File: config.mk
export PLATFORM = sky130hd
export DESIGN_NAME = nvsc_host
export DESIGN_NICKNAME = d
export VERILOG_FILES = /design/src/hw/nvsc_host.v /design/src/hw/nvsc_sync.v
export VERILOG_INCLUDE_DIRS = /design/src /design/src/hw
export SDC_FILE = /design/constraint.sdc
export NUM_CORES = 1
export LEC_CHECK = 0
export BUFFER_PORTS_ARGS = -buffer_cell sky130_fd_sc_hd__buf_4
export CELL_PAD_IN_SITES_DETAIL_PLACEMENT = 1
export CELL_PAD_IN_SITES_GLOBAL_PLACEMENT = 1
export CORE_MARGIN = 5
export CORE_UTILIZATION = 38
export DETAILED_ROUTE_END_ITERATION = 7
export MAX_ROUTING_LAYER = met4
export PLACE_DENSITY_LB_ADDON = 0.3
export REMOVE_ABC_BUFFERS = 1
export SLEW_MARGIN = 20
export SYNTH_ARGS = -nofsm -noshare
export SYNTH_HDL_FRONTEND = slang
export SYNTH_SLANG_ARGS = --single-unit
File: constraint.sdc
create_clock -name i_clock -period 1.8 [get_ports i_clock]
set_input_delay 0 -clock i_clock [delete_from_list [all_inputs] [get_ports i_clock]]
set_output_delay 0 -clock i_clock [all_outputs]
set_load 0.01 [all_outputs]
File: src/hw/nvsc_map.vh
// Constants for the host-side controller of the battery-backed static memory
`ifndef NVSC_MAP_VH
`define NVSC_MAP_VH
`define NVSC_ADDR_W 17
`define NVSC_DATA_W 8
`define NVSC_CLK_PERIOD_NS 100
// Access timing in ns (speed grade assumption, slowest variant)
`define NVSC_ACCESS_TIME_NS 100
`define NVSC_WRITE_PULSE_NS 75
`define NVSC_WRITE_RECOVERY_NS 5
`define NVSC_SETUP_NS 0
// Least times in whole 100 ns cycles, rounded up, never under one; sized to fit the 8-bit counter
`define NVSC_ACCESS_CYC 8'h01
`define NVSC_WRITE_CYC 8'h01
`define NVSC_RECOVERY_CYC 8'h01
// Supply-good wait before first access, in ms
`define NVSC_SUPPLY_GOOD_WAIT_MS 200
`define NVSC_SUPPLY_GOOD_WAIT_CYC (`NVSC_SUPPLY_GOOD_WAIT_MS * 10000)
`define NVSC_CNT_W 24
`endif

File: src/hw/nvsc_host.v
// Host-side controller driving the battery-backed static memory pins
// Functional notes
// - Host holds address unchanged through the whole write cycle.
// - Host keeps write enable high for recovery time before next access.
// - Host keeps output enable high during writes to avoid contention.
// - No accesses until supply has been good for the supply-good wait time.
`include "nvsc_map.vh"
module nvsc_host #(
  parameter SUPPLY_GOOD_WAIT_CYC = `NVSC_SUPPLY_GOOD_WAIT_CYC
) (
  input wire i_clock, // 10 MHz system clock
  input wire i_arst_n, // Async reset, active low
  input wire i_req, // Access request pulse
  input wire i_req_write, // 1 write, 0 read
  input wire [`NVSC_ADDR_W-1:0] i_req_addr, // Access address
  input wire [`NVSC_DATA_W-1:0] i_req_wdata, // Write data
  output reg o_busy, // Busy or not yet ready
  output reg o_ready, // Memory usable (power good and waited)
  output reg o_done, // One-cycle completion pulse
  output reg [`NVSC_DATA_W-1:0] o_rdata, // Read data, valid with o_done
  output reg o_refused, // One-cycle pulse: request dropped
  output reg [`NVSC_ADDR_W-1:0] o_address_lines, // Memory address pins
  output reg o_chip_sel_n, // Memory chip select, active low
  output reg o_write_en_n, // Memory write enable, active low
  output reg o_out_en_n, // Memory output enable, active low
  output reg [`NVSC_DATA_W-1:0] o_data_lines_o, // Data pins, driven value
  output reg o_data_lines_oe, // Data pins, high while host drives
  input wire [`NVSC_DATA_W-1:0] i_data_lines_i, // Data pins, sampled value
  input wire i_pfail_rst_n // Memory power-fail reset pin (open drain, pulled up)
);
  localparam ST_WAIT = 3'h0;
  localparam ST_IDLE = 3'h1;
  localparam ST_READ = 3'h2;
  localparam ST_WRITE = 3'h3;
  localparam ST_RECOVER = 3'h4;
  localparam [7:0] ACC_CYC = `NVSC_ACCESS_CYC;
  localparam [7:0] WR_CYC = `NVSC_WRITE_CYC;
  localparam [7:0] REC_CYC = `NVSC_RECOVERY_CYC;
  localparam [`NVSC_CNT_W-1:0] GOOD_CYC = SUPPLY_GOOD_WAIT_CYC[`NVSC_CNT_W-1:0];

  wire [`NVSC_DATA_W:0] sync_out;
  wire [`NVSC_DATA_W-1:0] rdata_sync;
  wire pgood_sync;
  reg [2:0] state_reg;
  reg [2:0] state_next;
  reg [7:0] cnt_reg;
  reg [7:0] cnt_next;
  reg [`NVSC_CNT_W-1:0] good_cnt_reg;
  reg write_op_reg;
  wire access_start;
  wire access_end;

  // Pins from the memory are asynchronous; resynchronise data and reset
  nvsc_sync #(.W(`NVSC_DATA_W + 1)) u_sync (
    .i_clock(i_clock),
    .i_arst_n(i_arst_n),
    .i_async({i_pfail_rst_n, i_data_lines_i}),
    .o_sync(sync_out)
  );
  assign rdata_sync = sync_out[`NVSC_DATA_W-1:0];
  assign pgood_sync = sync_out[`NVSC_DATA_W];

  // Supply-good timer restarts whenever the memory reports power fail
  always @(posedge i_clock or negedge i_arst_n)
  begin
    if (!i_arst_n)
      good_cnt_reg <= {`NVSC_CNT_W{1'b0}};
    else if (!pgood_sync)
      good_cnt_reg <= {`NVSC_CNT_W{1'b0}};
    else if (good_cnt_reg != GOOD_CYC)
      good_cnt_reg <= good_cnt_reg + 1'b1;
  end

  // Access sequencer; synchroniser delay covers data settle after the wait
  always @*
  begin
    state_next = state_reg;
    cnt_next = cnt_reg;
    case (state_reg)
      ST_WAIT:
      begin
        if (pgood_sync && good_cnt_reg == GOOD_CYC)
          state_next = ST_IDLE;
      end
      ST_IDLE:
      begin
        if (!pgood_sync)
          state_next = ST_WAIT;
        else if (i_req)
        begin
          cnt_next = i_req_write ? WR_CYC : ACC_CYC + 8'h02;
          state_next = i_req_write ? ST_WRITE : ST_READ;
        end
      end
      ST_READ, ST_WRITE:
      begin
        if (cnt_reg > 8'h01)
          cnt_next = cnt_reg - 8'h01;
        else
        begin
          cnt_next = REC_CYC;
          state_next = ST_RECOVER;
        end
      end
      ST_RECOVER:
      begin
        if (cnt_reg > 8'h01)
          cnt_next = cnt_reg - 8'h01;
        else
          state_next = pgood_sync ? ST_IDLE : ST_WAIT;
      end
      default:
        state_next = ST_WAIT;
    endcase
  end

  // Access boundaries, shared by the pin registers and the done and read data registers
  assign access_start = (state_reg == ST_IDLE) && (state_next == ST_READ || state_next == ST_WRITE);
  assign access_end = (state_reg == ST_READ || state_reg == ST_WRITE) && state_next == ST_RECOVER;

  // State and counter registers
  always @(posedge i_clock or negedge i_arst_n)
  begin
    if (!i_arst_n)
    begin
      state_reg <= ST_WAIT;
      cnt_reg <= 8'h00;
    end
    else
    begin
      state_reg <= state_next;
      cnt_reg <= cnt_next;
    end
  end

  // Busy and ready follow the next state, so busy rises on the edge the strobes fall; refused follows the current state
  always @(posedge i_clock or negedge i_arst_n)
  begin
    if (!i_arst_n)
    begin
      o_busy <= 1'b1;
      o_ready <= 1'b0;
      o_refused <= 1'b0;
    end
    else
    begin
      o_refused <= i_req && (state_reg != ST_IDLE || !pgood_sync);
      o_ready <= (state_next != ST_WAIT);
      o_busy <= (state_next != ST_IDLE);
    end
  end

  // Completion pulse; read data move only on a finished read and then stand
  always @(posedge i_clock or negedge i_arst_n)
  begin
    if (!i_arst_n)
    begin
      o_done <= 1'b0;
      o_rdata <= {`NVSC_DATA_W{1'b0}};
    end
    else
    begin
      o_done <= access_end;
      if (access_end && !write_op_reg)
        o_rdata <= rdata_sync;
    end
  end

  // Address and write data launch with the strobes and stay put until the next access
  always @(posedge i_clock or negedge i_arst_n)
  begin
    if (!i_arst_n)
    begin
      write_op_reg <= 1'b0;
      o_address_lines <= {`NVSC_ADDR_W{1'b0}};
      o_data_lines_o <= {`NVSC_DATA_W{1'b0}};
    end
    else if (access_start)
    begin
      write_op_reg <= i_req_write;
      o_address_lines <= i_req_addr;
      o_data_lines_o <= i_req_wdata;
    end
  end

  // Select and the write or output enable go down together at the start of an access
  always @(posedge i_clock or negedge i_arst_n)
  begin
    if (!i_arst_n)
    begin
      o_chip_sel_n <= 1'b1;
      o_write_en_n <= 1'b1;
      o_out_en_n <= 1'b1;
      o_data_lines_oe <= 1'b0;
    end
    else if (access_start)
    begin
      o_chip_sel_n <= 1'b0;
      o_write_en_n <= !i_req_write;
      o_out_en_n <= i_req_write;
      o_data_lines_oe <= i_req_write;
    end
    else if (access_end)
    begin
      // Both strobes rise together; data held one more cycle for hold time
      o_chip_sel_n <= 1'b1;
      o_write_en_n <= 1'b1;
      o_out_en_n <= 1'b1;
    end
    else if (state_reg == ST_RECOVER)
      o_data_lines_oe <= 1'b0;
    else if (state_reg == ST_WAIT)
    begin
      // Hold the memory idle while power is unsure; it ignores pins anyway
      o_chip_sel_n <= 1'b1;
      o_write_en_n <= 1'b1;
      o_out_en_n <= 1'b1;
      o_data_lines_oe <= 1'b0;
    end
  end
endmodule // nvsc_host

File: src/hw/nvsc_sync.v
// Two-flop synchroniser for asynchronous pin inputs, one per bit
module nvsc_sync #(
  parameter W = 1
) (
  input wire i_clock, // System clock
  input wire i_arst_n, // Async reset, active low
  input wire [W-1:0] i_async, // Unsynchronised input
  output wire [W-1:0] o_sync // Synchronised output
);
  genvar g;
  // Each bit gets its own two stages; only the second stage is read
  generate
    for (g = 0; g < W; g = g + 1)
    begin : g_bit
      reg meta_reg;
      reg sync_reg;
      always @(posedge i_clock or negedge i_arst_n)
      begin
        if (!i_arst_n)
        begin
          meta_reg <= 1'b0;
          sync_reg <= 1'b0;
        end
        else
        begin
          meta_reg <= i_async[g];
          sync_reg <= meta_reg;
        end
      end
      assign o_sync[g] = sync_reg;
    end
  endgenerate
endmodule // nvsc_sync

* Word-level counts from Yosys, hierarchy flattened *
Cells that the tools add are included.
W data, S select, Z words.

storage, ports and cells
  flip-flop bits (word level) = 95
  input bits = 38
  word-level logic and storage cells = 99
  output and inout port bits = 41

cells by class
  reductions and logical operators = 20
  equal/unequal tests = 17
  $lt $le $gt $ge = 1
  muxes and demuxes = 26
  add/sub/neg operators = 2

operators by type and width
  operator                 number
  $mux W24                 2
  $mux W8                  4
  $add A24 B1 Y24 const B  1
  $eq A24 B21 Y1 const B   1
  $ne A24 B21 Y1 const B   1
  $pmux W8 S3              1
  $mux W3                  5
  $eq A3 B2 Y1 const B     4
  $mux W1                  12
  $pmux W3 S4              1
  $reduce_bool A3 Y1       4
  $gt A8 B1 Y1 const B     1
  $ne A2 B2 Y1 const B     4
  $sub A8 B1 Y8 const B    1
  $eq A3 B3 Y1 const B     2
  $ne A3 B1 Y1 const B     2
  $logic_and A1 B1 Y1      5
  $reduce_and A2 Y1        2
  $reduce_and A4 Y1        1
  $eq A3 B1 Y1 const B     1
  $logic_not A1 Y1         3
  $logic_not A3 Y1         1
  $logic_or A1 B1 Y1       3
  $ne A3 B3 Y1 const B     1
  3 further kinds          3

* Depth between registers and ports, before layout *
  word-level depth = 9
  gate-level depth with buffers = 7

* Hierarchy *
Synthesis repeated with hierarchy kept, for this count alone.

unflattened totals
  cell total of the unflattened synthesis = 399
  area, all modules = 4147.7 µm²

by module, submodules not included
  module     area an instance (µm²)  cells each  sequential area each (µm²)  instances
  nvsc_host  3629.7                  372         1931.9                      1
  nvsc_sync  518.0                   27          450.4                       1

* Worst setup path after synthesis *
Ideal clock, no wire load.

  path kind = register to register
  start point = reg cnt_reg[3]
  end point = reg o_rdata[0]
  slack = -183 ps
  required time = 1675 ps
  cell stages (with the launch flop) = 5
  data arrival time = 1859 ps
  setup time = 125 ps
  path through = dfrtp_1 > nor4_1 > nand4_1 > nor2_2 > mux2_2

between the ends
  cells in the longest elaborated chain, start to end = 6
  elaborated cells on any way between the ends = 7
  those cells by class = order compare: 1; eq/ne: 1; mux: 3; reduce/logical: 2

RTL lines
  element                     line                             text
  from (decl)                 nvsc_host.v:46                   reg [7:0] cnt_reg;
  from (signal assigned)      nvsc_host.v:132                  cnt_reg <= cnt_next;
  $gt A8 B1 Y1 (*)            nvsc_host.v:97, nvsc_host.v:107
  $mux W3 (on tied branches)  nvsc_host.v:107, nvsc_host.v:97
  $pmux W3 S4 (*)             nvsc_host.v:79                   case (state_reg)
  $eq A3 B3 Y1 (*)            nvsc_host.v:119                  assign access_end = (state_reg == ST_READ || state_reg == ST_WRITE) && state_next == ST_RECOVER;
  $logic_and A1 B1 Y1 (*)     nvsc_host.v:119
  $logic_and A1 B1 Y1 (*)     nvsc_host.v:164                  if (access_end && !write_op_reg)
  to (signal assigned)        nvsc_host.v:159                  o_rdata <= {`NVSC_DATA_W{1'b0}};
  to (signal assigned)        nvsc_host.v:165                  o_rdata <= rdata_sync;
  to (decl)                   nvsc_host.v:20                   output reg [`NVSC_DATA_W-1:0] o_rdata,

Mark *: on every way between the ends. The rest lies on a longest branch, timed or not.
A chain may end at the register's enable or synchronous reset.

* Final worst setup path *
  start point = reg cnt_reg[5]
  end point = reg o_rdata[6]

The elaborated chain is that of the path after synthesis.

==> impl_metrics.tcl <==
set metrics [dict create \
    hold_path_class "in2async" \
    clockBufferDepth 2 \
    path_class "reg2reg" \
    syn_inst 395 \
    dr_wl_met3_um 483 \
    rsz0062_at_grt "yes" \
    vdd_drop_max_mv 0.421 \
    tritoncts "yes" \
    synthMuxAreaShare 0.0388 \
    place_hpwl_um 8080 \
    drcViolationCount 0 \
    clockRootBuffer "clkbuf_8" \
    synth_fa_ha_area_frac 0.0121 \
    syn_area_per_cell_um2 10.4 \
    drv_slew 0 \
    endpoint_kind "register" \
    drt_pre_antenna_iters 4 \
    die_area_um2 13000 \
    critPathMaxFanout 8 \
    ys_seq_elements 95 \
    pin_count 79 \
    synth_ff_type "dfrtp_1" \
    ant_nets 0 \
    grt_pass1_wl_um 20400 \
    ys_seq_area_frac 0.578 \
    status "complete, but fails checks" \
    min_period_ns 1.90 \
    cts_max_level 3 \
    areaGrowthSynthToFinish_pct 47.5 \
    placed_cell_area_um2 5230 \
    yosysUniqueCellTypes 57 \
    dr.first_iter.drc_count 162 \
    async_reset_ff_frac 1.00 \
    power_density_nw_per_um2 818 \
    highest_layer "met4" \
    drt_wl_total_um 13300 \
    leakage_nw 2.92 \
    numPortBuffers 78 \
    synth_top_family_by_area "simple AND/OR/NAND/NOR gates" \
    row_count 38 \
    grt_usage 0.203 \
    cpLargestDelayFamily "simple AND/OR/NAND/NOR gates" \
    cts.clk_slew.worst_paths_ns 0.09 \
    overflow 0 \
    dp_slack_ns -0.0767 \
    finalHoldViolCount 0 \
    synth-xor-area-share 0.0212 \
    wl_met2_um 6850 \
    grt_max_degree 43 \
    yosys_warnings 0 \
    coreArea_um2 10700 \
    diodes 0 \
    finalSetupTns_ns -1.22 \
    violations "setup timing" \
    start_util 0.384 \
    maxCapViolations 0 \
    cp.required_ns 2.05 \
    synth_enable_flop_cells 0 \
    clk_latency_ns 0.37 \
    place_inst 649 \
    holdWs_ns 0.177 \
    synth_simple_gate_area_share 0.236 \
    fp.dieH_um 114 \
    synth_compound_area_frac 0.0786 \
    post-route-period-util 1.06 \
    antenna_found_initial 0 \
    wl_per_cell_um 18.7 \
    fin_skew_ns 0.0119 \
    fmax_mhz 525 \
    worst_slew_pin_slew_ns 0.590 \
    largest_reg_flops 24 \
    via_per_inst 5.25 \
    cp_num_buf_inv 2 \
    met1Wirelength_um 5730 \
    arrival_ns 2.15 \
    nNetsFinal 609 \
    crit_chain "nor4_4, buf_4, nand4_1, nor2_2, buf_12, mux2_4" \
    critPathLaunchType "register" \
    slowest_stage "dfrtp_2" \
    stdcell_count 712 \
    finalInstanceArea_um2 6080 \
    drive_gt1_frac 0.365 \
    grt_pass1_vias 4078 \
    cts_buffers 9 \
    globalplace.congestion 0.861 \
    setup_ws_ns -0.103 \
    syn_area_um2 4120 \
    routed-via-count 3741 \
    fp.dieW_um 114 \
    setup_viol 15 \
    slowest_delay_ns 0.47 \
    relSlewSlack 0.607 \
    clock_sinks 95 \
]
==> synth_stat cells, types with 3 or more instances <==
cell type / n / area (um2)
a211oi_1: 3 / 22.5
a21oi_1: 16 / 80.1
and2_1: 3 / 18.8
and3_1: 5 / 31.3
and4_1: 3 / 26.3
buf_6: 4 / 45.0
clkbuf_1: 10 / 37.5
dfrtp_1: 91 / 2280
dfstp_2: 4 / 105
ha_1: 4 / 50.1
inv_1: 11 / 41.3
mux2_2: 8 / 90.1
mux2i_1: 7 / 70.1
nand2_1: 92 / 345
nand2b_1: 4 / 25.0
nand3_1: 17 / 85.1
nand3b_1: 8 / 60.1
nand4_1: 5 / 31.3
nor2_1: 16 / 60.1
nor3_1: 5 / 25.0
nor4_1: 5 / 31.3
nor4b_1: 3 / 26.3
o21ai_0: 13 / 65.1
o31ai_1: 4 / 30.0
or3_1: 4 / 25.0
or4_1: 5 / 37.5
xnor2_1: 7 / 61.3
xor2_1: 3 / 26.3
==> path summary, 6_finish.rpt <==
kind	startpoint	to	slack (ns)	depth (start not counted)
worst max-delay path	cnt_reg[5]	o_rdata[6]	-0.10	6
worst min-delay path	i_arst_n	u_sync.g_bit[6].sync_reg	0.18	2
worst max register to register	cnt_reg[5]	o_rdata[6]	-0.10	6
worst min register to register	u_sync.g_bit[3].meta_reg	u_sync.g_bit[3].sync_reg	0.35	0
max in group asynchronous	i_arst_n	good_cnt_reg[0]	0.94	3
min in group i_clock	i_pfail_rst_n	u_sync.g_bit[8].meta_reg	0.28	2
==> worst register-to-register path, cell delays in order (launching register included) <==
cell and delay (ns):
dfrtp_2 0.47, nor4_4 0.30, buf_4 0.17, nand4_1 0.19, nor2_2 0.20, buf_12 0.16
mux2_4 0.31
==> report_power, final <==
| part | leakage [nW] | switching, mW | internal, mW |
|---|---|---|---|
| sequential | 1.23 | 0.0983 | 2.27 |
| clock | 0.0981 | 0.774 | 0.650 |
| combinational | 1.59 | 0.542 | 0.634 |
| total | 2.92 | 1.41 | 3.56 |
==> routing by layer <==
metal  vias up  global-route usage
met4         0              0.0657
met3        20              0.0317
met5         -                   -
met2        84               0.338
li1       1717                   -
met1      1920               0.256
==> per-stage QoR <==
stage / util / total power, mW
floorplan: - / 2.70
global placement: 0.486 / 3.20
detailed placement: 0.486 / 3.24
CTS: 0.547 / 4.75
global route: 0.566 / 5.21
finish: 0.566 / 4.97
==> repair_timing <==
item / 4_1_cts / 5_1_grt
endpoints found under the hold margin: 76 / 0
gates cloned: 0 / 0
setup endpoints to repair: 19 / 29
pin swaps: 3 / 13
hold buffers: 37 / 0
gates resized for setup: 11 / 41
setup buffers: 5 / 5
==> cell usage in the layout (no fill, tap or decap), types with 5 or more instances in the layout <==
| master | count |
|---|---|
| inv_1 | 9 |
| nand4_1 | 5 |
| clkbuf_8 | 9 |
| o21ai_0 | 12 |
| dfrtp_1 | 89 |
| a21oi_1 | 13 |
| xnor2_1 | 7 |
| mux2_4 | 8 |
| mux2i_1 | 7 |
| buf_4 | 133 |
| dlygate4sd3_1 | 37 |
| nand3b_1 | 8 |
| nand2_1 | 91 |
| nor2_1 | 15 |
| and3_1 | 5 |
| nand3_1 | 15 |
| buf_12 | 5 |
==> area by class of cell <==
cell class | count | area, um2
fillers | 1195 | 4660
clock buffers | 11 | 131
inverters | 11 | 41.3
flip-flops and latches | 95 | 2380
repair buffers | 178 | 1500
multi-input cells | 272 | 1790
well taps | 140 | 175
clock inverters | 5 | 57.6
==> cells by family (layout without fill, tap and decap cells) <==
| kind of cell | after synthesis | count (layout) |
|---|---|---|
| buf+inv | 28 | 205 |
| mux | 15 | 15 |
| simple gates | 192 | 192 |
| compound gates | 51 | 51 |
| flops | 95 | 95 |
| fa+ha+maj | 4 | 4 |
| xor+xnor | 10 | 10 |
Note: power is estimated with default switching activity, not from simulation.
